==> config.mk <==
export PLATFORM = sky130hd
export DESIGN_NAME = star_cfg_reg
export DESIGN_NICKNAME = d
export VERILOG_FILES = /design/src/rtl/star_cfg_pkg.sv /design/src/rtl/star_cfg_reg.sv
export SDC_FILE = /design/constraint.sdc
export NUM_CORES = 1
export LEC_CHECK = 0
export BUFFER_PORTS_ARGS = -buffer_cell sky130_fd_sc_hd__buf_2
export CORE_MARGIN = 3
export CORE_UTILIZATION = 55
export DETAILED_ROUTE_END_ITERATION = 8
export HOLD_SLACK_MARGIN = 0.05
export PLACE_DENSITY = 0.76
export SYNTH_ARGS = -nofsm -noshare
export SYNTH_HDL_FRONTEND = slang
export SYNTH_SLANG_ARGS = --single-unit
==> constraint.sdc <==
create_clock -name sys_clk_i -period 9.8 [get_ports sys_clk_i]
set_clock_uncertainty 0.1 [all_clocks]
set_input_delay 0.98 -clock sys_clk_i [delete_from_list [all_inputs] [get_ports sys_clk_i]]
set_output_delay 0.98 -clock sys_clk_i [all_outputs]
set_load 0.005 [all_outputs]
==> src/rtl/star_cfg_pkg.sv <==
// constants, field positions and carrier types of the star coupler configuration block
// assumes a single 125 MHz core clock; spi and line inputs arrive from pins
package star_cfg_pkg;

    // =====================================================================
    // frame layout
    localparam int FRAME_BITS = 16;
    localparam int ADDR_HI = 15;
    localparam int ADDR_LO = 13;
    localparam int RO_BIT = 12;
    localparam int DATA_W = 12;
    localparam logic [4:0] FRAME_LEN = 5'h10;
    localparam logic [4:0] ADDR_DONE = 5'h04;

    // =====================================================================
    // register addresses
    localparam logic [2:0] ADDR_CONFIG = 3'h7;
    localparam logic [2:0] ADDR_GEN_STATUS = 3'h2;
    localparam logic [2:0] ADDR_BR1_STATUS = 3'h3;
    localparam logic [2:0] ADDR_BR2_STATUS = 3'h4;

    // =====================================================================
    // configuration fields
    localparam int BIT_AUTO_CONFINE = 11;
    localparam int BIT_BUS_FAIL_TIMER = 10;
    localparam int BIT_WAKE_BR1 = 9;
    localparam int BIT_WAKE_BR2 = 8;
    localparam int BIT_CTRL_PORT = 5;
    localparam int BIT_INNER_STAR = 4;
    localparam int BIT_STUCK_DETECT = 2;
    localparam int BIT_LATCHING = 1;
    localparam int BIT_PARITY = 0;
    localparam logic [11:0] CONFIG_RESET = 12'h7D4;
    localparam logic [11:0] CONFIG_WMASK = 12'hFF6;
    // only chip select idles high; every other pin idles low
    localparam logic [11:0] SYNC_RESET = 12'h002;

    // =====================================================================
    // timing
    localparam int CLK_MHZ = 125;
    localparam int BUS_FAIL_TIME_NS = 1000;
    localparam int BFT_CNT_W = 16;

    // =====================================================================
    // synchronised pin vector positions
    localparam int PIN_W = 12;
    localparam int PIN_SCLK = 0;
    localparam int PIN_CSN = 1;
    localparam int PIN_SDI = 2;
    localparam int PIN_FAULT = 3;
    localparam int PIN_WAKE = 5;
    localparam int PIN_STUCK = 7;
    localparam int PIN_RXD = 11;

    typedef struct packed {
        logic sclk;
        logic csn;
        logic sdi;
    } spi_in_s;

    typedef struct packed {
        logic [PIN_W-1:0] meta;
        logic [PIN_W-1:0] sync;
        logic sclk_prev;
        logic csn_prev;
        logic [4:0] bit_cnt;
        logic [15:0] shift_in;
        logic [15:0] out_word;
        logic sdo;
        logic sdo_oe;
        logic [DATA_W-1:0] cfg;
        logic [DATA_W-1:0] snap;
        logic [2:0] snap_addr;
        logic [1:0][BFT_CNT_W-1:0] bft_cnt;
        logic [1:0] fault;
        logic [1:0] quiet_req;
        logic [1:0] wake_evt;
        logic stuck_err;
        logic rxd;
        logic rxd_oe;
        logic spi_err;
        logic [DATA_W-1:0] gen_held;
        logic [1:0][DATA_W-1:0] br_held;
        logic [DATA_W-1:0] gen_shown;
        logic [1:0][DATA_W-1:0] br_shown;
    } cfg_state_s;

endpackage

==> src/rtl/star_cfg_reg.sv <==
// configuration register of a two-branch active star coupler with its spi slave
// assumes spi pins and line conditions are asynchronous and pass two flip-flops first
`timescale 1ns/1ps
`default_nettype none

module star_cfg_reg #(
    parameter int BUS_FAIL_TIME_NS = star_cfg_pkg::BUS_FAIL_TIME_NS
) (
    input wire logic sys_clk_i,
    input wire logic rst_i,
    input wire star_cfg_pkg::spi_in_s spi_i,
    output logic sdo_o,
    output logic sdo_oe_o,
    input wire logic [1:0] branch_tx_fault_i,
    input wire logic [1:0] branch_wake_i,
    input wire logic [3:0] stuck_line_i,
    input wire logic rxd_data_i,
    input wire logic [11:0] gen_status_live_i,
    input wire logic [11:0] br1_status_live_i,
    input wire logic [11:0] br2_status_live_i,
    output logic rxd_o,
    output logic rxd_oe_o,
    output logic [1:0] branch_quiet_state_req_o,
    output logic [1:0] wake_event_o,
    output logic stuck_error_o,
    output logic spi_error_o,
    output logic auto_error_confine_en_o,
    output logic bus_fail_timer_en_o,
    output logic wake_detect_branch1_en_o,
    output logic wake_detect_branch2_en_o,
    output logic ctrl_port_en_o,
    output logic inner_star_port_en_o,
    output logic stuck_line_detect_en_o,
    output logic latching_en_o
);

    // =====================================================================
    // timing
    localparam int BFT_CYCLES_RAW = (BUS_FAIL_TIME_NS * star_cfg_pkg::CLK_MHZ + 999) / 1000;
    localparam int BFT_CYCLES = (BFT_CYCLES_RAW < 1) ? 1 : BFT_CYCLES_RAW;
    localparam logic [star_cfg_pkg::BFT_CNT_W-1:0] BFT_LIMIT =
        star_cfg_pkg::BFT_CNT_W'(BFT_CYCLES);

    star_cfg_pkg::cfg_state_s q, d;

    logic [star_cfg_pkg::PIN_W-1:0] pins;
    assign pins = {rxd_data_i, stuck_line_i, branch_wake_i, branch_tx_fault_i,
                   spi_i.sdi, spi_i.csn, spi_i.sclk};

    // parity bit makes the whole 12-bit word odd
    function automatic logic [11:0] with_parity(input logic [11:0] w);
        with_parity = {w[11:1], ~(^w[11:1])};
    endfunction

    // =====================================================================
    // next state
    always_comb
    begin
        logic sclk_rise;
        logic sclk_fall;
        logic csn_fall;
        logic csn_rise;
        logic [15:0] in_next;
        logic [2:0] addr;
        logic [11:0] resp;
        logic latch_en;
        logic [11:0] rel_gen;
        logic [1:0][11:0] rel_br;
        logic [1:0] wake_en;
        logic [1:0] fault_raw;
        logic [1:0][11:0] br_live;
        sclk_rise = 1'b0;
        sclk_fall = 1'b0;
        csn_fall = 1'b0;
        csn_rise = 1'b0;
        in_next = 16'h0000;
        addr = 3'h0;
        resp = 12'h000;
        latch_en = 1'b0;
        rel_gen = 12'h000;
        rel_br = '0;
        wake_en = 2'b00;
        fault_raw = 2'b00;
        br_live = '0;

        d = q;
        d.meta = pins;
        d.sync = q.meta;
        d.sclk_prev = q.sync[star_cfg_pkg::PIN_SCLK];
        d.csn_prev = q.sync[star_cfg_pkg::PIN_CSN];
        d.spi_err = 1'b0;

        sclk_rise = q.sync[star_cfg_pkg::PIN_SCLK] & ~q.sclk_prev;
        sclk_fall = ~q.sync[star_cfg_pkg::PIN_SCLK] & q.sclk_prev;
        csn_fall = ~q.sync[star_cfg_pkg::PIN_CSN] & q.csn_prev;
        csn_rise = q.sync[star_cfg_pkg::PIN_CSN] & ~q.csn_prev;
        in_next = {q.shift_in[14:0], q.sync[star_cfg_pkg::PIN_SDI]};
        latch_en = q.cfg[star_cfg_pkg::BIT_LATCHING];
        br_live[0] = br1_status_live_i;
        br_live[1] = br2_status_live_i;

        // ---- spi slave: sample on falling sclk, shift out on rising sclk
        if (csn_fall)
        begin
            d.bit_cnt = 5'h00;
            d.out_word = 16'h0000;
            d.sdo = 1'b0;
            d.sdo_oe = 1'b1;
        end
        else if (~q.sync[star_cfg_pkg::PIN_CSN])
        begin
            if (sclk_fall)
            begin
                d.shift_in = in_next;
                if (q.bit_cnt != 5'h1F)
                begin
                    d.bit_cnt = q.bit_cnt + 5'h01;
                end
                // response is chosen once the address bits are in
                if (q.bit_cnt + 5'h01 == star_cfg_pkg::ADDR_DONE)
                begin
                    addr = in_next[3:1];
                    case (addr)
                        star_cfg_pkg::ADDR_CONFIG: resp = with_parity(q.cfg);
                        star_cfg_pkg::ADDR_GEN_STATUS: resp = with_parity(q.gen_shown);
                        star_cfg_pkg::ADDR_BR1_STATUS: resp = with_parity(q.br_shown[0]);
                        star_cfg_pkg::ADDR_BR2_STATUS: resp = with_parity(q.br_shown[1]);
                        default: resp = 12'h000;
                    endcase
                    d.out_word = {4'h0, resp};
                    d.snap = resp;
                    d.snap_addr = addr;
                end
            end
            if (sclk_rise && q.bit_cnt != 5'h00 && q.bit_cnt < star_cfg_pkg::FRAME_LEN)
            begin
                d.sdo = q.out_word[4'(5'h0F - q.bit_cnt)];
            end
        end

        // ---- frame end: commit only complete 16-clock frames
        if (csn_rise)
        begin
            d.sdo_oe = 1'b0;
            d.sdo = 1'b0;
            if (q.bit_cnt == star_cfg_pkg::FRAME_LEN)
            begin
                addr = q.shift_in[star_cfg_pkg::ADDR_HI:star_cfg_pkg::ADDR_LO];
                if (addr == star_cfg_pkg::ADDR_CONFIG && !q.shift_in[star_cfg_pkg::RO_BIT])
                begin
                    // reserved bit 3 and parity bit 0 never store
                    d.cfg = q.shift_in[11:0] & star_cfg_pkg::CONFIG_WMASK;
                end
                // release follows the address that chose the returned word
                if (q.snap_addr == star_cfg_pkg::ADDR_GEN_STATUS)
                begin
                    rel_gen = q.snap;
                end
                if (q.snap_addr == star_cfg_pkg::ADDR_BR1_STATUS)
                begin
                    rel_br[0] = q.snap;
                end
                if (q.snap_addr == star_cfg_pkg::ADDR_BR2_STATUS)
                begin
                    rel_br[1] = q.snap;
                end
            end
            else
            begin
                d.spi_err = 1'b1;
            end
        end

        // ---- status latching: a read releases only what it returned;
        // a condition still live re-sets the bit, so set wins over release
        if (latch_en)
        begin
            d.gen_held = (q.gen_held & ~rel_gen) | gen_status_live_i;
            d.br_held[0] = (q.br_held[0] & ~rel_br[0]) | br_live[0];
            d.br_held[1] = (q.br_held[1] & ~rel_br[1]) | br_live[1];
            d.gen_shown = d.gen_held;
            d.br_shown = d.br_held;
        end
        else
        begin
            d.gen_held = 12'h000;
            d.br_held = '0;
            d.gen_shown = gen_status_live_i;
            d.br_shown = br_live;
        end

        // ---- branch fault filter and confinement
        fault_raw = q.sync[star_cfg_pkg::PIN_FAULT +: 2];
        for (int b = 0; b < 2; b++)
        begin
            if (!q.cfg[star_cfg_pkg::BIT_BUS_FAIL_TIMER])
            begin
                d.bft_cnt[b] = '0;
                d.fault[b] = fault_raw[b];
            end
            else if (!fault_raw[b])
            begin
                d.bft_cnt[b] = '0;
                d.fault[b] = 1'b0;
            end
            else if (q.bft_cnt[b] + 1'b1 >= BFT_LIMIT)
            begin
                d.fault[b] = 1'b1;
            end
            else
            begin
                d.bft_cnt[b] = q.bft_cnt[b] + 1'b1;
            end
            d.quiet_req[b] = q.cfg[star_cfg_pkg::BIT_AUTO_CONFINE] & q.fault[b];
        end

        // ---- wake, clamp and port gating
        wake_en = {q.cfg[star_cfg_pkg::BIT_WAKE_BR2], q.cfg[star_cfg_pkg::BIT_WAKE_BR1]};
        d.wake_evt = q.sync[star_cfg_pkg::PIN_WAKE +: 2] & wake_en;
        d.stuck_err = q.cfg[star_cfg_pkg::BIT_STUCK_DETECT]
                      & (|q.sync[star_cfg_pkg::PIN_STUCK +: 4]);
        d.rxd_oe = q.cfg[star_cfg_pkg::BIT_CTRL_PORT];
        d.rxd = q.cfg[star_cfg_pkg::BIT_CTRL_PORT] & q.sync[star_cfg_pkg::PIN_RXD];
    end

    // =====================================================================
    // state register
    always_ff @(posedge sys_clk_i or posedge rst_i)
    begin
        if (rst_i)
        begin
            q <= '0;
            // presetting line inputs high would fake wake and clamp events after reset
            q.meta <= star_cfg_pkg::SYNC_RESET;
            q.sync <= star_cfg_pkg::SYNC_RESET;
            q.sclk_prev <= 1'b0;
            q.csn_prev <= 1'b1;
            q.cfg <= star_cfg_pkg::CONFIG_RESET;
        end
        else
        begin
            q <= d;
        end
    end

    // =====================================================================
    // outputs, all straight from the state register
    assign sdo_o = q.sdo;
    assign sdo_oe_o = q.sdo_oe;
    assign rxd_o = q.rxd;
    assign rxd_oe_o = q.rxd_oe;
    assign branch_quiet_state_req_o = q.quiet_req;
    assign wake_event_o = q.wake_evt;
    assign stuck_error_o = q.stuck_err;
    assign spi_error_o = q.spi_err;
    assign auto_error_confine_en_o = q.cfg[star_cfg_pkg::BIT_AUTO_CONFINE];
    assign bus_fail_timer_en_o = q.cfg[star_cfg_pkg::BIT_BUS_FAIL_TIMER];
    assign wake_detect_branch1_en_o = q.cfg[star_cfg_pkg::BIT_WAKE_BR1];
    assign wake_detect_branch2_en_o = q.cfg[star_cfg_pkg::BIT_WAKE_BR2];
    assign ctrl_port_en_o = q.cfg[star_cfg_pkg::BIT_CTRL_PORT];
    assign inner_star_port_en_o = q.cfg[star_cfg_pkg::BIT_INNER_STAR];
    assign stuck_line_detect_en_o = q.cfg[star_cfg_pkg::BIT_STUCK_DETECT];
    assign latching_en_o = q.cfg[star_cfg_pkg::BIT_LATCHING];

endmodule

`default_nettype wire

==> metrics.txt <==
# TYPE chip_impl_metric gauge
chip_impl_metric{name="grt_antenna_before_repair",unit=""} 0
chip_impl_metric{name="area.growth.synth_to_final",unit="%"} 12.4
chip_impl_metric{name="number_of_nets_still_failing_antenna_checks_after_routing",unit=""} 0
chip_impl_info{name="crit_path_end_kind",value="register"} 1
chip_impl_metric{name="min_delay_path_depth",unit=""} 0
chip_impl_metric{name="reg_to_reg_setup_timing_slack",unit="ns"} 6.81
chip_impl_metric{name="overflow",unit=""} 0
chip_impl_metric{name="powerDensity",unit="mW/mm²"} 176
chip_impl_metric{name="die_area",unit="mm²"} 0.0169
chip_impl_metric{name="drt_pre_antenna_iters",unit=""} 4
chip_impl_metric{name="synth_sequential_area_ratio",unit="%"} 57.3
chip_impl_metric{name="rows",unit=""} 44
chip_impl_metric{name="synth.ff_latch_count",unit=""} 193
chip_impl_metric{name="use_met1",unit="%"} 28.2
chip_impl_metric{name="remaining_drcs",unit=""} 0
chip_impl_info{name="outcome",value="finished clean"} 1
chip_impl_metric{name="cts-buffers-inserted",unit=""} 17
chip_impl_info{name="hold_path_startpoint",value="d[189]$_DFF_PP0_"} 1
chip_impl_metric{name="clk-insertion-delay-late",unit="ns"} 0.44
chip_impl_metric{name="setup_violations",unit=""} 0
chip_impl_metric{name="asyncSetResetFlopFracSynth",unit="%"} 100
chip_impl_metric{name="n_antenna_cell",unit=""} 0
chip_impl_info{name="critPathKind",value="register to register"} 1
chip_impl_metric{name="netlist_instances",unit=""} 702
chip_impl_info{name="critPathMostFrequentCell",value="sky130_fd_sc_hd__ha_1"} 1
chip_impl_metric{name="place.gp.congestion",unit=""} 0.874
chip_impl_metric{name="pin_count",unit=""} 68
chip_impl_metric{name="synth_warnings",unit=""} 0
chip_impl_metric{name="avgRoutedWirePerCell",unit="µm"} 17.7
chip_impl_metric{name="cts.htree.levels",unit=""} 4
chip_impl_metric{name="worst_ep_arrival_time",unit="ns"} 3.26
chip_impl_info{name="reg2reg_to",value="q[145]$_DFFE_PP0P_"} 1
chip_impl_metric{name="worstMarginPinSlew",unit="ns"} 1.08
chip_impl_info{name="r2r-start",value="q[175]$_DFFE_PP0P_"} 1
chip_impl_info{name="cts_tree",value="yes"} 1
chip_impl_metric{name="place_worst_setup_slack",unit="ns"} 6.84
chip_impl_metric{name="timing.final.ws_setup",unit="ns"} 6.81
chip_impl_metric{name="number_of_library_cell_types_mapped_by_synthesis",unit=""} 62
chip_impl_metric{name="report.final.hold_viol_count",unit=""} 0
chip_impl_metric{name="fill_cells",unit=""} 1099
chip_impl_info{name="hold-path-endpoint",value="q[189]$_DFF_PP0_"} 1
chip_impl_metric{name="period_share",unit="%"} 30.5
chip_impl_info{name="slowest_stage_cell_cp",value="sky130_fd_sc_hd__o211ai_1"} 1
chip_impl_metric{name="p_leak",unit="nW"} 4.71
chip_impl_metric{name="grtUsageMet3",unit="%"} 4.75
chip_impl_info{name="globalRoute.busiestLayer",value="met2"} 1
chip_impl_metric{name="ir_drop",unit="mV"} 0.142
chip_impl_metric{name="core_region_area",unit="mm²"} 0.0148
chip_impl_info{name="yosys-top-cells-count",value="183 x sky130_fd_sc_hd__dfrtp_1, 56 x sky130_fd_sc_hd__a21o_1, 37 x sky130_fd_sc_hd__nand2_1"} 1
chip_impl_info{name="netlist.top_cell.by_area",value="sky130_fd_sc_hd__dfrtp_1"} 1
chip_impl_metric{name="postSynthNetCount",unit=""} 764
chip_impl_metric{name="max_cap_viol_count",unit=""} 0
chip_impl_metric{name="grt_first_pass_wirelength",unit="mm"} 28.0
chip_impl_info{name="timing.critical_path.cells",value="ha_1, and3_1, ha_1, nor4b_1, o211ai_1, a21oi_1, a21o_1"} 1
chip_impl_info{name="crit_path_start_kind",value="register"} 1
chip_impl_metric{name="vias_per_cell",unit=""} 5.87
chip_impl_metric{name="clk_path_buf_depth",unit=""} 2
chip_impl_metric{name="portBuffers",unit=""} 64
chip_impl_metric{name="number_of_global_route_vias_before_repair",unit=""} 5720
chip_impl_metric{name="dpl.hpwl",unit="mm"} 11.3
chip_impl_metric{name="yosysTopAreaCellShare",unit="%"} 54.2
chip_impl_metric{name="met2_usage",unit="%"} 35.3
chip_impl_metric{name="drive_gt1_share",unit="%"} 20.7
chip_impl_metric{name="final_period_minus_worst_setup_slack",unit="ns"} 2.99
chip_impl_metric{name="timing.slew.headroom",unit="%"} 27.5
chip_impl_metric{name="clkSlewWorstSetupHoldPaths",unit="ns"} 0.07
chip_impl_metric{name="worst-path-max-fanout",unit=""} 12
chip_impl_metric{name="multi_input_logic_area",unit="mm²"} 0.00337
chip_impl_metric{name="post_cts_resize_count",unit=""} 0
chip_impl_metric{name="crit_path_largest_cell_delay",unit="ns"} 0.54
chip_impl_metric{name="synth_area",unit="mm²"} 0.00846
chip_impl_metric{name="upper_clock_frequency_limit",unit="MHz"} 335
chip_impl_metric{name="num-nets-final",unit=""} 816
chip_impl_metric{name="hold_fix_buffer_count_after_cts",unit=""} 0
chip_impl_metric{name="floorplan.die.width",unit="µm"} 130
chip_impl_metric{name="dr_total_vias",unit=""} 5583
chip_impl_metric{name="number_of_synthesized_flops_with_an_enable_pin",unit=""} 0
chip_impl_info{name="synth.most_common_cell",value="sky130_fd_sc_hd__dfrtp_1"} 1
chip_impl_metric{name="p_total",unit="mW"} 1.67
chip_impl_metric{name="numClockSinks",unit=""} 193
chip_impl_metric{name="setup_tns",unit="ns"} 0
chip_impl_info{name="unrepaired_setup_endpoints_after_global_routing",value="no"} 1
chip_impl_metric{name="register_area",unit="mm²"} 0.00484
chip_impl_metric{name="combined_global_route_utilization_of_all_metal_layers",unit="%"} 21.4
chip_impl_info{name="cts_root_buf",value="sky130_fd_sc_hd__clkbuf_16"} 1
chip_impl_metric{name="postSynthAreaPerCell",unit="µm²"} 12.0
chip_impl_metric{name="finalWirelength",unit="mm"} 16.9
chip_impl_metric{name="grt_max_degree",unit=""} 118
chip_impl_metric{name="die_height",unit="µm"} 130
chip_impl_info{name="synth_ff_type",value="sky130_fd_sc_hd__dfrtp_1"} 1
chip_impl_metric{name="crit_required",unit="ns"} 10.08
chip_impl_metric{name="drt_first_iter_violations",unit=""} 356
chip_impl_metric{name="initial_utilization",unit="%"} 57.1
chip_impl_info{name="hold_path.class",value="register to register"} 1
chip_impl_metric{name="post-cts-setup-buffer-count",unit=""} 0
chip_impl_metric{name="finalMaxSlewViolations",unit=""} 0
chip_impl_metric{name="worst_r2r_path_depth",unit=""} 7
chip_impl_info{name="ys_top_cells_by_area",value="sky130_fd_sc_hd__dfrtp_1 54%, sky130_fd_sc_hd__a21o_1 5.0%, sky130_fd_sc_hd__mux2_2 3.6%, sky130_fd_sc_hd__dfstp_2 3.1%, sky130_fd_sc_hd__xnor2_1 3.1%"} 1
==> cell usage in the layout, fill, tap and decap left out, types with 5 or more instances in the layout <==
master | Yosys | layout
sky130_fd_sc_hd__xnor2_1 | 30 | 30
sky130_fd_sc_hd__a22oi_1 | 21 | 21
sky130_fd_sc_hd__buf_4 | 4 | 9
sky130_fd_sc_hd__and2_1 | 8 | 8
sky130_fd_sc_hd__nor2_1 | 19 | 19
sky130_fd_sc_hd__a21o_1 | 56 | 56
sky130_fd_sc_hd__dfstp_2 | 10 | 10
sky130_fd_sc_hd__or4_1 | 6 | 6
sky130_fd_sc_hd__o21ai_0 | 11 | 11
sky130_fd_sc_hd__o21a_1 | 33 | 33
sky130_fd_sc_hd__mux2i_1 | 11 | 11
sky130_fd_sc_hd__nand3_1 | 10 | 10
sky130_fd_sc_hd__and3_1 | 20 | 20
sky130_fd_sc_hd__inv_1 | 18 | 17
sky130_fd_sc_hd__ha_1 | 12 | 12
sky130_fd_sc_hd__o31ai_1 | 6 | 6
sky130_fd_sc_hd__nand2_1 | 37 | 37
sky130_fd_sc_hd__inv_8 | 0 | 5
sky130_fd_sc_hd__inv_6 | 0 | 5
sky130_fd_sc_hd__xor2_1 | 9 | 9
sky130_fd_sc_hd__buf_2 | 4 | 64
sky130_fd_sc_hd__mux2_2 | 27 | 27
sky130_fd_sc_hd__a21oi_1 | 23 | 23
sky130_fd_sc_hd__clkbuf_16 | 0 | 17
sky130_fd_sc_hd__a21boi_0 | 34 | 34
sky130_fd_sc_hd__nor4_1 | 8 | 7
sky130_fd_sc_hd__dfrtp_1 | 183 | 182
sky130_fd_sc_hd__nand4_1 | 12 | 12
sky130_fd_sc_hd__nor3_1 | 5 | 5
==> worst max-delay path: cells and delay by family, from the launching register on <==
| kind | cells | cell delay, ns |
|---|---|---|
| fa+ha+maj | 2 | 0.58 |
| simple gates | 2 | 0.66 |
| flops | 1 | 0.52 |
| compound gates | 3 | 1.06 |
==> area by class of cell <==
| type | instances | share of cell area (%) |
|---|---|---|
| Inverter | 18 | 0.790 |
| Timing Repair Buffer | 73 | 4.08 |
| Clock inverter | 15 | 1.74 |
| Clock buffer | 17 | 4.48 |
| Sequential cell | 193 | 51.0 |
| Tap cell | 184 | 2.42 |
| Multi-Input combinational cell | 451 | 35.5 |
==> logic make-up (layout without fill, tap and decap cells) <==
logic type | count (synthesis) | count (layout) | share of synthesized area, %
multiplexers | 41 | 41 | 5.70
XOR/XNOR | 42 | 42 | 4.84
adder cells (fa/ha/maj) | 12 | 12 | 1.78
flip-flops | 193 | 193 | 57.3
AO/OA/AOI/OAI | 204 | 204 | 17.4
AND/OR/NAND/NOR | 152 | 152 | 10.1
buffers and inverters | 58 | 123 | 2.91
==> through the flow <==
stage / instance area, µm² / hold WS [ns] / cells / utilization [%]
6_report: 9500 / 0.251 / 951 / 64.2
5_1_grt: 9500 / 0.257 / 951 / 64.2
4_1_cts: 9500 / 0.253 / 951 / 64.2
3_5_place_dp: 8910 / 0.235 / 919 / 60.2
3_3_place_gp: 8910 / 0.233 / 919 / 60.2
2_1_floorplan: 8460 / 0.231 / 702 / -
==> report_power, final <==
| part | total [mW] | internal [mW] | switching (mW) |
|---|---|---|---|
| clock network | 0.693 | 0.364 | 0.329 |
| logic | 0.125 | 0.0608 | 0.0644 |
| registers | 0.852 | 0.823 | 0.0288 |
==> per-layer routing <==
metal	part of all wire, %	routed length, µm	vias up
met3	3.7	630	22
li1	-	-	2628
met2	50	8490	133
met4	1.8	301	0
met5	0	0	-
met1	44	7430	2800
==> how the worst max path moves through the flow <==
stage / startpoint / endpoint / slack (ns) / cells past startpoint
after global routing: q[175]$_DFFE_PP0P_ / q[145]$_DFFE_PP0P_ / 6.59 / 7
after global placement: q[175]$_DFFE_PP0P_ / q[126]$_DFFE_PP0P_ / 6.88 / 7
after CTS: q[175]$_DFFE_PP0P_ / q[145]$_DFFE_PP0P_ / 6.81 / 7
after detailed placement: q[175]$_DFFE_PP0P_ / q[144]$_DFFE_PP0P_ / 6.84 / 7
after floorplan: rst_i / auto_error_confine_en_o$_DFFE_PP0P_ / 3.48 / 1
final: q[175]$_DFFE_PP0P_ / q[145]$_DFFE_PP0P_ / 6.81 / 7
==> flip-flops by register name, summed over array words and instances (netlist names) <==
name	flops
sdo_o	1
d	14
branch_quiet_state_req_o	2
latching_en_o	1
q	161
wake_detect_branch2_en_o	1
rxd_o	1
bus_fail_timer_en_o	1
ctrl_port_en_o	1
auto_error_confine_en_o	1
stuck_line_detect_en_o	1
spi_error_o	1
inner_star_port_en_o	1
rxd_oe_o	1
sdo_oe_o	1
wake_detect_branch1_en_o	1
wake_event_o	2
stuck_error_o	1
No activity file was read; power rests on OpenSTA's default activity.
